**src/logic/fmc_pkg.sv**
```systemverilog
package fmc_pkg;

  // register offsets on the management bus
  localparam logic [7:0] OFS_CFG_ONE  = 8'h00;
  localparam logic [7:0] OFS_CFG_TWO  = 8'h01;
  localparam logic [7:0] OFS_STAT_ONE = 8'h02;

  // power-up values
  localparam logic [7:0] RST_CFG_ONE  = 8'h90;
  localparam logic [7:0] RST_CFG_TWO  = 8'h7f;
  localparam logic [7:0] RST_STAT_ONE = 8'h00;

  // value read back from an unmapped offset
  localparam logic [7:0] RD_UNMAPPED  = 8'h00;

  // status bits that a status read does not clear
  localparam logic [7:0] STAT_KEEP_MASK = 8'h20;

  // configuration one fields
  localparam int C1_MONITOR   = 0;
  localparam int C1_ALERT_EN  = 1;
  localparam int C1_SENSE_SEL = 2;
  localparam int C1_PWM_INV   = 3;
  localparam int C1_FAIL_EN   = 4;
  localparam int C1_MODE_LO   = 5;
  localparam int C1_MODE_HI   = 6;
  localparam int C1_CTRL_SRC  = 7;

  // configuration two fields
  localparam int C2_PWM_EN0   = 0;
  localparam int C2_TACH_EN0  = 2;
  localparam int C2_LOC_IE    = 4;
  localparam int C2_R1_IE     = 5;
  localparam int C2_R2_IE     = 6;
  localparam int C2_SOFT_RST  = 7;

  // status one fields
  localparam int S1_ALARM1    = 0;
  localparam int S1_FAULT1    = 1;
  localparam int S1_R1_HIGH   = 2;
  localparam int S1_R1_LOW    = 3;
  localparam int S1_R1_OVER   = 4;
  localparam int S1_DIODE1    = 5;
  localparam int S1_L_HIGH    = 6;
  localparam int S1_L_LOW     = 7;

  // seven-bit bus address of this device
  localparam logic [6:0] SMB_DEV_ADDR = 7'h2c;

  // source-to-fan mapping codes
  typedef enum logic [1:0] {
    MODE_SPLIT   = 2'h0,
    MODE_R1_BOTH = 2'h1,
    MODE_R2_BOTH = 2'h2,
    MODE_MAX     = 2'h3
  } fmc_mode_t;

  // bus slave states, gray along the usual path
  typedef enum logic [3:0] {
    ST_IDLE      = 4'h0,
    ST_ADDR      = 4'h1,
    ST_ADDR_ACK  = 4'h3,
    ST_CMD       = 4'h2,
    ST_CMD_ACK   = 4'h6,
    ST_WDATA     = 4'h7,
    ST_WDATA_ACK = 4'h5,
    ST_RDATA     = 4'h4,
    ST_RACK      = 4'hc
  } fmc_smb_state_t;

  // per-cycle monitoring results
  typedef struct packed {
    logic fan1_alarm;
    logic fan1_fault;
    logic r1_high;
    logic r1_low;
    logic r1_over;
    logic l_high;
    logic l_low;
  } fmc_cond_t;

  // temperature readings, two's complement
  typedef struct packed {
    logic [7:0] loc;
    logic [7:0] rem1;
    logic [7:0] rem2;
  } fmc_temps_t;

endpackage

```
**src/logic/fmc_smb_slave.sv**
```systemverilog
module fmc_smb_slave
  import fmc_pkg::*;
(
  // clock and reset
  input  wire logic       clk,
  input  wire logic       rst_n,
  // bus pins
  input  wire logic       scl_pin,
  input  wire logic       sda_pin,
  output logic            sda_oe,
  // register side
  output logic            wr_stb,
  output logic            rd_req,
  output logic [7:0]      reg_addr,
  output logic [7:0]      wr_data,
  input  wire logic [7:0] rd_data
);

  logic [1:0]     scl_s;      // scl synchroniser
  logic [1:0]     sda_s;      // sda synchroniser
  logic           scl_d;      // delayed scl for edges
  logic           sda_d;      // delayed sda for edges
  fmc_smb_state_t state_reg;  // protocol state
  logic [3:0]     cnt_reg;    // bit counter
  logic [7:0]     shift_reg;  // byte shifter
  logic [7:0]     ptr_reg;    // register pointer
  logic [7:0]     wdat_reg;   // written byte
  logic           rw_reg;     // read direction
  logic           more_reg;   // master acked a read byte
  logic           oe_reg;     // sda pulled low
  logic           wr_reg;     // write strobe

  // pin synchronisers and edge history
  always_ff @(posedge clk) begin
    if (!rst_n) begin
      scl_s <= 2'h3;
      sda_s <= 2'h3;
      scl_d <= 1'b1;
      sda_d <= 1'b1;
    end else begin
      scl_s <= {scl_s[0], scl_pin};
      sda_s <= {sda_s[0], sda_pin};
      scl_d <= scl_s[1];
      sda_d <= sda_s[1];
    end
  end

  // bus events
  wire scl_rise = scl_s[1] & ~scl_d;
  wire scl_fall = ~scl_s[1] & scl_d;
  wire start_c  = scl_s[1] & scl_d & sda_d & ~sda_s[1];
  wire stop_c   = scl_s[1] & scl_d & ~sda_d & sda_s[1];
  wire byte_end = scl_fall & (cnt_reg == 4'h8);
  wire addr_hit = (shift_reg[7:1] == SMB_DEV_ADDR);

  // read data is fetched as the first bit goes out
  assign rd_req = ~start_c & ~stop_c & scl_fall &
                  (((state_reg == ST_ADDR_ACK) & rw_reg) |
                   ((state_reg == ST_RACK) & more_reg));

  // protocol engine
  always_ff @(posedge clk) begin
    if (!rst_n) begin
      state_reg <= ST_IDLE;
      cnt_reg   <= 4'h0;
      shift_reg <= 8'h00;
      ptr_reg   <= 8'h00;
      wdat_reg  <= 8'h00;
      rw_reg    <= 1'b0;
      more_reg  <= 1'b0;
      oe_reg    <= 1'b0;
      wr_reg    <= 1'b0;
    end else begin
      wr_reg <= 1'b0;
      if (start_c) begin
        // start or repeated start
        state_reg <= ST_ADDR;
        cnt_reg   <= 4'h0;
        oe_reg    <= 1'b0;
      end else if (stop_c) begin
        state_reg <= ST_IDLE;
        oe_reg    <= 1'b0;
      end else begin
        case (state_reg)
          ST_ADDR, ST_CMD, ST_WDATA: begin
            if (scl_rise) begin
              shift_reg <= {shift_reg[6:0], sda_s[1]};
              cnt_reg   <= 4'(cnt_reg + 4'h1);
            end else if (byte_end) begin
              cnt_reg <= 4'h0;
              if (state_reg == ST_ADDR) begin
                // answer only our own address
                state_reg <= addr_hit ? ST_ADDR_ACK : ST_IDLE;
                oe_reg    <= addr_hit;
                rw_reg    <= shift_reg[0];
              end else if (state_reg == ST_CMD) begin
                ptr_reg   <= shift_reg;
                state_reg <= ST_CMD_ACK;
                oe_reg    <= 1'b1;
              end else begin
                wdat_reg  <= shift_reg;
                wr_reg    <= 1'b1;
                state_reg <= ST_WDATA_ACK;
                oe_reg    <= 1'b1;
              end
            end
          end
          ST_ADDR_ACK, ST_CMD_ACK, ST_WDATA_ACK: begin
            if (scl_fall) begin
              if (rd_req) begin
                state_reg <= ST_RDATA;
                shift_reg <= rd_data;
                oe_reg    <= ~rd_data[7];
              end else begin
                state_reg <= (state_reg == ST_ADDR_ACK) ? ST_CMD
                                                        : ST_WDATA;
                oe_reg    <= 1'b0;
              end
            end
          end
          ST_RDATA: begin
            if (scl_rise) begin
              cnt_reg <= 4'(cnt_reg + 4'h1);
            end else if (byte_end) begin
              state_reg <= ST_RACK;
              cnt_reg   <= 4'h0;
              oe_reg    <= 1'b0;
            end else if (scl_fall) begin
              shift_reg <= {shift_reg[6:0], 1'b0};
              oe_reg    <= ~shift_reg[6];
            end
          end
          ST_RACK: begin
            if (scl_rise) begin
              more_reg <= ~sda_s[1];
            end else if (scl_fall) begin
              state_reg <= more_reg ? ST_RDATA : ST_IDLE;
              shift_reg <= rd_data;
              oe_reg    <= more_reg & ~rd_data[7];
            end
          end
          default: begin
            oe_reg <= 1'b0;
          end
        endcase
      end
    end
  end

  // register side outputs
  assign sda_oe   = oe_reg;
  assign wr_stb   = wr_reg;
  assign wr_data  = wdat_reg;
  assign reg_addr = ptr_reg;

endmodule

```
**src/logic/fmc_regs.sv**
```systemverilog
module fmc_regs
  import fmc_pkg::*;
(
  // clock and reset
  input  wire logic       MCLK,
  input  wire logic       RST_N,
  // management bus pins
  input  wire logic       SCL_IN,
  input  wire logic       SDA_IN,
  output logic            SDA_OUT,
  output logic            SDA_OE,
  // results from measurement logic
  input  wire logic       MON_CYCLE_DONE,
  input  wire fmc_cond_t  COND_IN,
  input  wire logic       FAN2_FAULT_IN,
  input  wire logic       DIODE_CHECK_DONE,
  input  wire logic [1:0] DIODE_FAULT_IN,
  input  wire fmc_temps_t TEMPS_IN,
  // fan pins
  input  wire logic [1:0] PWM_RAW_IN,
  output logic [1:0]      PWM_PIN_OUT,
  input  wire logic [1:0] TACH_PIN_IN,
  // controls to measurement and fan logic
  output logic [1:0]      TACH_PULSE_OUT,
  output logic            MONITOR_EN_OUT,
  output logic            SENSE_ANALOG_OUT,
  output logic            AUTO_CTRL_OUT,
  output logic            SW_DUTY_OUT,
  output logic            SW_RPM_OUT,
  output logic [7:0]      FAN1_SRC_TEMP_OUT,
  output logic [7:0]      FAN2_SRC_TEMP_OUT,
  output logic            SOFT_RESET_OUT,
  // alarm pins
  output logic            ALERT_OUT_N,
  output logic            FAN_FAIL_OUT_N
);

  // bus slave wires
  logic       wr_stb;       // one-cycle write strobe
  logic       rd_req;       // one-cycle read fetch
  logic [7:0] reg_addr;     // register pointer
  logic [7:0] wr_data;      // written byte
  logic [7:0] rd_data;      // byte for the slave

  // register state
  logic [7:0] cfg_one_reg;  // configuration one
  logic [7:0] cfg_one_next;
  logic [6:0] cfg_two_reg;  // configuration two, low bits
  logic [6:0] cfg_two_next;
  logic       srst_reg;     // soft reset pulse
  logic       srst_next;
  logic [7:0] stat_reg;     // status one
  logic [7:0] stat_next;
  logic       hold_reg;     // alarm speed already reported
  logic       hold_next;

  // pin side state
  logic [1:0] pwm_reg;      // driven pwm pins
  logic [1:0] tach_reg;     // gated tach pulses
  logic [1:0] tach_m;       // first sync stage
  logic [1:0] tach_s;       // second sync stage
  logic [7:0] src1_reg;     // fan one source temperature
  logic [7:0] src2_reg;     // fan two source temperature
  logic       alert_reg;    // alert asserted
  logic       fail_reg;     // fan failure asserted

  // register bus slave
  fmc_smb_slave u_slave (
    .clk      (MCLK),
    .rst_n    (RST_N),
    .scl_pin  (SCL_IN),
    .sda_pin  (SDA_IN),
    .sda_oe   (SDA_OE),
    .wr_stb   (wr_stb),
    .rd_req   (rd_req),
    .reg_addr (reg_addr),
    .wr_data  (wr_data),
    .rd_data  (rd_data)
  );

  // open-drain data pin only ever pulls low
  assign SDA_OUT = 1'b0;

  // soft reset also returns every register outside the bus slave to power-up
  wire rst_any = ~RST_N | srst_reg;

  // address decode
  wire hit_one  = (reg_addr == OFS_CFG_ONE);
  wire hit_two  = (reg_addr == OFS_CFG_TWO);
  wire hit_stat = (reg_addr == OFS_STAT_ONE);
  wire wr_one   = wr_stb & hit_one;
  wire wr_two   = wr_stb & hit_two;
  wire rd_stat  = rd_req & hit_stat;

  // read mux, soft reset bit always reads zero
  assign rd_data = hit_one  ? cfg_one_reg :
                   hit_two  ? {1'b0, cfg_two_reg} :
                   hit_stat ? stat_reg :
                   RD_UNMAPPED;

  // configuration fields
  wire       mon_en   = cfg_one_reg[C1_MONITOR];
  wire       alert_en = cfg_one_reg[C1_ALERT_EN];
  wire       analog   = cfg_one_reg[C1_SENSE_SEL];
  wire       pwm_inv  = cfg_one_reg[C1_PWM_INV];
  wire       fail_en  = cfg_one_reg[C1_FAIL_EN];
  wire       auto_on  = cfg_one_reg[C1_CTRL_SRC];
  wire [1:0] mode     = cfg_one_reg[C1_MODE_HI:C1_MODE_LO];
  wire       loc_ie   = cfg_two_reg[C2_LOC_IE];
  wire       r1_ie    = cfg_two_reg[C2_R1_IE];

  // only cycles with monitoring on update flags other than the diode flag
  wire cyc = MON_CYCLE_DONE & mon_en;

  // power-up diode check result
  wire d1_bad = DIODE_CHECK_DONE & DIODE_FAULT_IN[0];
  wire d2_bad = DIODE_CHECK_DONE & DIODE_FAULT_IN[1];

  // configuration one next value
  assign cfg_one_next = wr_one ? wr_data : cfg_one_reg;

  // configuration two next value, check fault clears win
  always_comb begin
    cfg_two_next = wr_two ? wr_data[6:0] : cfg_two_reg;
    if (d1_bad) begin
      cfg_two_next[C2_R1_IE] = 1'b0;
    end
    if (d2_bad) begin
      cfg_two_next[C2_R2_IE] = 1'b0;
    end
  end

  // writing a one to the top bit fires one reset cycle
  assign srst_next = wr_two & wr_data[C2_SOFT_RST] & ~srst_reg;

  // status set terms for this cycle
  logic [7:0] stat_set;
  always_comb begin
    stat_set = 8'h00;
    // alarm speed suppressed once reported
    stat_set[S1_ALARM1]  = cyc & COND_IN.fan1_alarm & ~hold_reg;
    // stall or underspeed
    stat_set[S1_FAULT1]  = cyc & COND_IN.fan1_fault;
    // remote one limit crossings, re-set each cycle
    stat_set[S1_R1_HIGH] = cyc & COND_IN.r1_high;
    stat_set[S1_R1_LOW]  = cyc & COND_IN.r1_low;
    // overheat threshold crossing
    stat_set[S1_R1_OVER] = cyc & COND_IN.r1_over;
    // diode fault, only from the power-up check
    stat_set[S1_DIODE1]  = d1_bad;
    // local limit crossings, re-set each cycle
    stat_set[S1_L_HIGH]  = cyc & COND_IN.l_high;
    stat_set[S1_L_LOW]   = cyc & COND_IN.l_low;
  end

  // a status read clears all but the diode flag
  wire [7:0] stat_clr = rd_stat ? ~STAT_KEEP_MASK : 8'h00;

  // set wins over a read clear in the same cycle
  assign stat_next = (stat_reg & ~stat_clr) | stat_set;

  // hold arms on a read of a set alarm, drops when alarm ends
  assign hold_next = (hold_reg & ~(cyc & ~COND_IN.fan1_alarm)) |
                     (rd_stat & stat_reg[S1_ALARM1]);

  // register bank
  always_ff @(posedge MCLK) begin
    if (rst_any) begin
      cfg_one_reg <= RST_CFG_ONE;
      cfg_two_reg <= RST_CFG_TWO[6:0];
      stat_reg    <= RST_STAT_ONE;
      hold_reg    <= 1'b0;
    end else begin
      cfg_one_reg <= cfg_one_next;
      cfg_two_reg <= cfg_two_next;
      stat_reg    <= stat_next;
      hold_reg    <= hold_next;
    end
  end

  // soft reset pulse, cleared by its own reset cycle
  always_ff @(posedge MCLK) begin
    if (rst_any) begin
      srst_reg <= 1'b0;
    end else begin
      srst_reg <= srst_next;
    end
  end

  // per-fan pin logic
  genvar i;
  generate
    for (i = 0; i < 2; i++) begin : g_fan
      // enabled pwm, inverted on request, low when off
      wire pwm_d = cfg_two_reg[C2_PWM_EN0 + i] &
                   (PWM_RAW_IN[i] ^ pwm_inv);
      // tach pulses pass only when measuring digitally
      wire tach_d = tach_s[i] & cfg_two_reg[C2_TACH_EN0 + i] &
                    mon_en & ~analog;
      // tach pin synchroniser and output registers
      always_ff @(posedge MCLK) begin
        if (rst_any) begin
          tach_m[i]   <= 1'b0;
          tach_s[i]   <= 1'b0;
          tach_reg[i] <= 1'b0;
          pwm_reg[i]  <= 1'b0;
        end else begin
          tach_m[i]   <= TACH_PIN_IN[i];
          tach_s[i]   <= tach_m[i];
          tach_reg[i] <= tach_d;
          pwm_reg[i]  <= pwm_d;
        end
      end
    end
  endgenerate

  // hottest of the three channels, signed compare
  wire [7:0] hot_r = ($signed(TEMPS_IN.rem1) > $signed(TEMPS_IN.rem2))
                     ? TEMPS_IN.rem1 : TEMPS_IN.rem2;
  wire [7:0] hot_a = ($signed(TEMPS_IN.loc) > $signed(hot_r))
                     ? TEMPS_IN.loc : hot_r;

  // source selection per mapping code
  logic [7:0] src1_d;
  logic [7:0] src2_d;
  always_comb begin
    case (fmc_mode_t'(mode))
      MODE_SPLIT: begin
        src1_d = TEMPS_IN.rem1;
        src2_d = TEMPS_IN.rem2;
      end
      MODE_R1_BOTH: begin
        src1_d = TEMPS_IN.rem1;
        src2_d = TEMPS_IN.rem1;
      end
      MODE_R2_BOTH: begin
        src1_d = TEMPS_IN.rem2;
        src2_d = TEMPS_IN.rem2;
      end
      default: begin
        src1_d = hot_a;
        src2_d = hot_a;
      end
    endcase
  end

  // pending flags per interrupt channel
  wire fan_pend = (stat_reg[S1_ALARM1] | stat_reg[S1_FAULT1]) &
                  cfg_two_reg[C2_TACH_EN0];
  wire r1_pend  = r1_ie & (stat_reg[S1_R1_HIGH] | stat_reg[S1_R1_LOW] |
                           stat_reg[S1_R1_OVER] | stat_reg[S1_DIODE1]);
  wire loc_pend = loc_ie & (stat_reg[S1_L_HIGH] | stat_reg[S1_L_LOW]);
  wire alert_d  = alert_en & (fan_pend | r1_pend | loc_pend);

  // fan failure pin follows either fan fault
  wire fail_d = fail_en & (stat_reg[S1_FAULT1] | FAN2_FAULT_IN);

  // output registers for temperatures and alarms
  always_ff @(posedge MCLK) begin
    if (rst_any) begin
      src1_reg  <= 8'h00;
      src2_reg  <= 8'h00;
      alert_reg <= 1'b0;
      fail_reg  <= 1'b0;
    end else begin
      src1_reg  <= src1_d;
      src2_reg  <= src2_d;
      alert_reg <= alert_d;
      fail_reg  <= fail_d;
    end
  end

  // control outputs straight from configuration bits, soft reset from its pulse register
  assign MONITOR_EN_OUT    = mon_en;
  assign SENSE_ANALOG_OUT  = analog;
  assign AUTO_CTRL_OUT     = auto_on;
  assign SW_DUTY_OUT       = ~auto_on & (mode == MODE_SPLIT);
  assign SW_RPM_OUT        = ~auto_on & (mode == MODE_MAX);
  assign SOFT_RESET_OUT    = srst_reg;

  // pin outputs
  assign PWM_PIN_OUT       = pwm_reg;
  assign TACH_PULSE_OUT    = tach_reg;
  assign FAN1_SRC_TEMP_OUT = src1_reg;
  assign FAN2_SRC_TEMP_OUT = src2_reg;
  assign ALERT_OUT_N       = ~alert_reg;
  assign FAN_FAIL_OUT_N    = ~fail_reg;

endmodule

```
**config.mk**
```make
export PLATFORM = sky130hd
export DESIGN_NAME = fmc_regs
export DESIGN_NICKNAME = d
export VERILOG_FILES = /design/src/logic/fmc_pkg.sv /design/src/logic/fmc_smb_slave.sv /design/src/logic/fmc_regs.sv
export SDC_FILE = /design/constraint.sdc
export NUM_CORES = 1
export LEC_CHECK = 0
export BUFFER_PORTS_ARGS = -buffer_cell sky130_fd_sc_hd__buf_4
export CAP_MARGIN = 20
export CORE_UTILIZATION = 58
export CTS_CLUSTER_DIAMETER = 40
export DETAILED_ROUTE_END_ITERATION = 10
export PLACE_DENSITY = 0.78
export SLEW_MARGIN = 20
export SYNTH_ARGS = -nofsm -noshare
export SYNTH_HDL_FRONTEND = slang
export SYNTH_HIERARCHICAL = 1
export SYNTH_SLANG_ARGS = --single-unit
export TNS_END_PERCENT = 50
```
**constraint.sdc**
```tcl
create_clock -name MCLK -period 5.46 [get_ports MCLK]
set_clock_uncertainty 0.15 [all_clocks]
set_input_delay 1.092 -clock MCLK [delete_from_list [all_inputs] [get_ports MCLK]]
set_output_delay 1.092 -clock MCLK [all_outputs]
set_load 0.05 [all_outputs]
```
==> reports/metrics.csv <==
stage,metric,value,unit
outcome,run status,"finished, violations left",
outcome,failing checks,design-rule violations,
placement,port buffer count,72,
detailed_routing,drt pass-1 iters,9,
clock_tree,Skew-Pair Late Insertion Delay,360,ps
logic_synthesis,sequential cell area fraction in the yosys report,35.1,%
die,height of the die,97.7,um
cells_and_area,most frequent cells in the layout,"dfxtp_1, nor2_1, buf_4, mux2i_1, a21oi_1",
clock_tree,post-CTS resize count,0,
die,Core ar.,8810,um2
placement,Area after DPL,5840,um2
logic_synthesis,"Avg Cell Area, Syn",8.66,um2
logic_synthesis,synth warn,6,
setup_path,CP cell instances,buf_4 -> inv_1 -> ha_1 -> inv_1 -> or3_1 -> a221o_1 -> a21oi_1 -> a21oi_1 -> ha_1 -> or4b_4 -> o32ai_2 -> o2111ai_1 -> nand3_1,
cells_and_area,Diodes inserted,0,
sta,endpoints failing setup,0,
logic_synthesis,"Primary FF master, synth",dfxtp_1,
setup_path,"slowest stage delay, CP",690,ps
detailed_routing,wire per inst,17.4,um
sta,Slew Limit Headroom,27.5,%
logic_synthesis,Mapped Area,5310,um2
cells_and_area,"Core Util, Final",68.5,%
global_routing,total gr overflow,0,
pwr,total power,1.79,mW
sta,Final Critical Period,4630,ps
setup_path,reg2reg start,u_slave/state_reg[2],
setup_path,Reg-to-Reg End,u_slave/shift_reg[0],
detailed_routing,vias per cell,6.38,
cells_and_area,"most common cell after layout, fill and taps aside",dfxtp_1,
setup_path,CP Class,input pin to flop,
setup_path,Worst Setup End Kind,flop,
placement,gp weighted congestion,0.891,
die,IO Pins,74,
global_routing,initial antenna violation count,0,
cells_and_area,final cell count without fillers,776,
global_routing,largest net degree at the start of global routing,34,
sta,final worst slack,826,ps
clock_tree,htree depth,3,
pwr,P_sw,629,uW
pwr,Max VDD drop,0.190,mV
sta,Fmax,216,MHz
pwr,combinational share of power,30.3,%
sta,fin. max-slew vios,0,
placement,DP Worst Slack,499,ps
setup_path,Setup crit start,TEMPS_IN[7],
cells_and_area,layout cells sized above 1,17.5,%
setup_path,Crit path arrival time,4780,ps
clock_tree,Clock Path Buffers,2,
setup_path,reg2reg path depth,5,
hold_path,HP Class,flop to flop,
clock_tree,"CTS clk-pin slew, worst paths",90,ps
detailed_routing,routed via count,4953,
clock_tree,total CTS buffers,9,
global_routing,total track usage,28.3,%
clock_tree,CTS Sinks,93,
clock_tree,clk root buf,clkbuf_8,
die,# rows,34,
logic_synthesis,"EDFF count, synth",0,
die,Initial Util,60.3,%
logic_synthesis,Synthesized Nets,675,
die,DIE AREA,9540,um2
setup_path,Worst path slowest cell,o32ai_2,
sta,hold slack,261,ps
setup_path,worst-path fanout max,15,
global_routing,number of global-route vias before repair,4497,
hold_path,hold path cells,1,
detailed_routing,total wire length,13.5,mm
cells_and_area,Area growth syn-to-layout,13.7,%
die,die width,97.7,um
pwr,Clk pwr share,25.2,%
global_routing,first-pass GRT wire length,21.9,mm
logic_synthesis,distinct cell type count after synthesis,72,
pwr,internal power,1.16,mW
hold_path,hold endpoint,u_slave/sda_s[1],
logic_synthesis,"FFs w/ async S/R, synth",0,%
detailed_routing,Initial DRC Count,334,
sta,RSZ-0062 raised after global routing,false,
detailed_routing,post-route antenna net violation count,0,
pwr,pwr dens,296,nW/um2
setup_path,Startpoint Class,input pin,
logic_synthesis,Synth Register Bits,93,
sta,setup_tns,0,ps
flow_run,maxcap violations,0,
placement,Post-Place Cells,761,
pwr,sequential share of power,44.5,%
sta,final worst-path cycle share,84.9,%
pwr,sw frac,35.2,%
setup_path,Worst EP required,5610,ps
placement,DP HPWL,9.49,mm
cells_and_area,Final Cell Area,6030,um2
clock_tree,Post-CTS Hold Fix Bufs,0,
hold_path,hold path startpoint,u_slave/sda_s[0],
detailed_routing,Residual DRC,14,
logic_synthesis,Synth Instances,613,
setup_path,reg2reg setup slack,2570,ps
cells_and_area,Final #Nets,726,
sta,final hold violations,0,
clock_tree,TritonCTS clock tree,built,
pwr,Pleak,2.53,nW
clock_tree,post-CTS setup buffer count,0,
sta,Worst-Margin Slew,1090,ps
-- power by group through the flow --
stage	Combinational (mW)	Clock [mW]	Sequential (mW)
global placement	0.517	0	0.803
floorplan	0.423	0	0.795
CTS	0.531	0.462	0.791
finish	0.542	0.450	0.795
detailed placement	0.528	0	0.806
global route	0.577	0.494	0.801
-- worst max-delay path by stage --
stage	cells past startpoint	end	slack, ps
finish	13	FAN1_SRC_TEMP_OUT[1]	830
global route	13	FAN2_SRC_TEMP_OUT[7]	660
CTS	13	FAN1_SRC_TEMP_OUT[6]	880
detailed placement	13	FAN1_SRC_TEMP_OUT[6]	500
global placement	13	FAN1_SRC_TEMP_OUT[4]	560
floorplan	14	FAN1_SRC_TEMP_OUT[0]	1190
-- cell families after synthesis --
logic type / count (synthesis) / synth area share [%]
buffers and inverters: 61 / 5.40
AOI/OAI and AO/OA: 163 / 22.4
adders and majority gates: 18 / 4.24
xor gates and xnor gates: 6 / 1.25
DFF: 93 / 35.1
muxes: 52 / 9.83
and+or+nand+nor: 219 / 21.7
other: 1 / 0.0707
-- per-layer routing --
layer  up-vias  wire length [um]  track usage [%]
met2       246              6530             46.6
met4         0               211             10.0
met3        24              1050             6.62
met1      2340              5720             36.3
met5         -                 0                0
li1       2343                 -                -
-- cell usage after synthesis (all sizes together) (3+ instances only) --
library cell | count | area (um2)
o2bb2ai | 3 | 26.3
and2b | 3 | 22.5
o2111ai | 17 | 149
nand2 | 25 | 96.4
nand3 | 22 | 110
ha | 18 | 225
nor4b | 5 | 50.0
xor2 | 4 | 35.0
nand3b | 3 | 22.5
nand4 | 6 | 37.5
nor2b | 14 | 87.6
mux2i | 51 | 510
a21oi | 46 | 230
a22oi | 9 | 72.6
nor4 | 4 | 46.3
nor3 | 6 | 30.0
a2bb2oi | 9 | 78.8
inv | 21 | 78.8
a31oi | 21 | 131
buf | 19 | 129
nor3b | 5 | 42.5
and2 | 11 | 68.8
and3 | 4 | 25.0
o21ai | 21 | 105
clkbuf | 20 | 75.1
a32oi | 4 | 35.0
dfxtp | 93 | 1860
a211oi | 9 | 103
nand2b | 19 | 119
nor2 | 84 | 318
-- worst max-delay path: cells and delay by family --
| kind | cells | cell delay (ps) |
|---|---|---|
| adders and majority gates | 2 | 640 |
| buffers and inverters | 3 | 220 |
| and+or+nand+nor | 3 | 1040 |
| AOI/OAI and AO/OA | 5 | 1770 |
-- final cells by class --
cell class	instances	area, um2
flip-flops and latches	93	1860
repair buffers	79	593
well taps	108	135
clock buffers	10	128
inverters	22	82.6
clock inverters	5	61.3
fillers	729	2770
multi-input cells	459	3170
(Power assumes the default switching activity.)
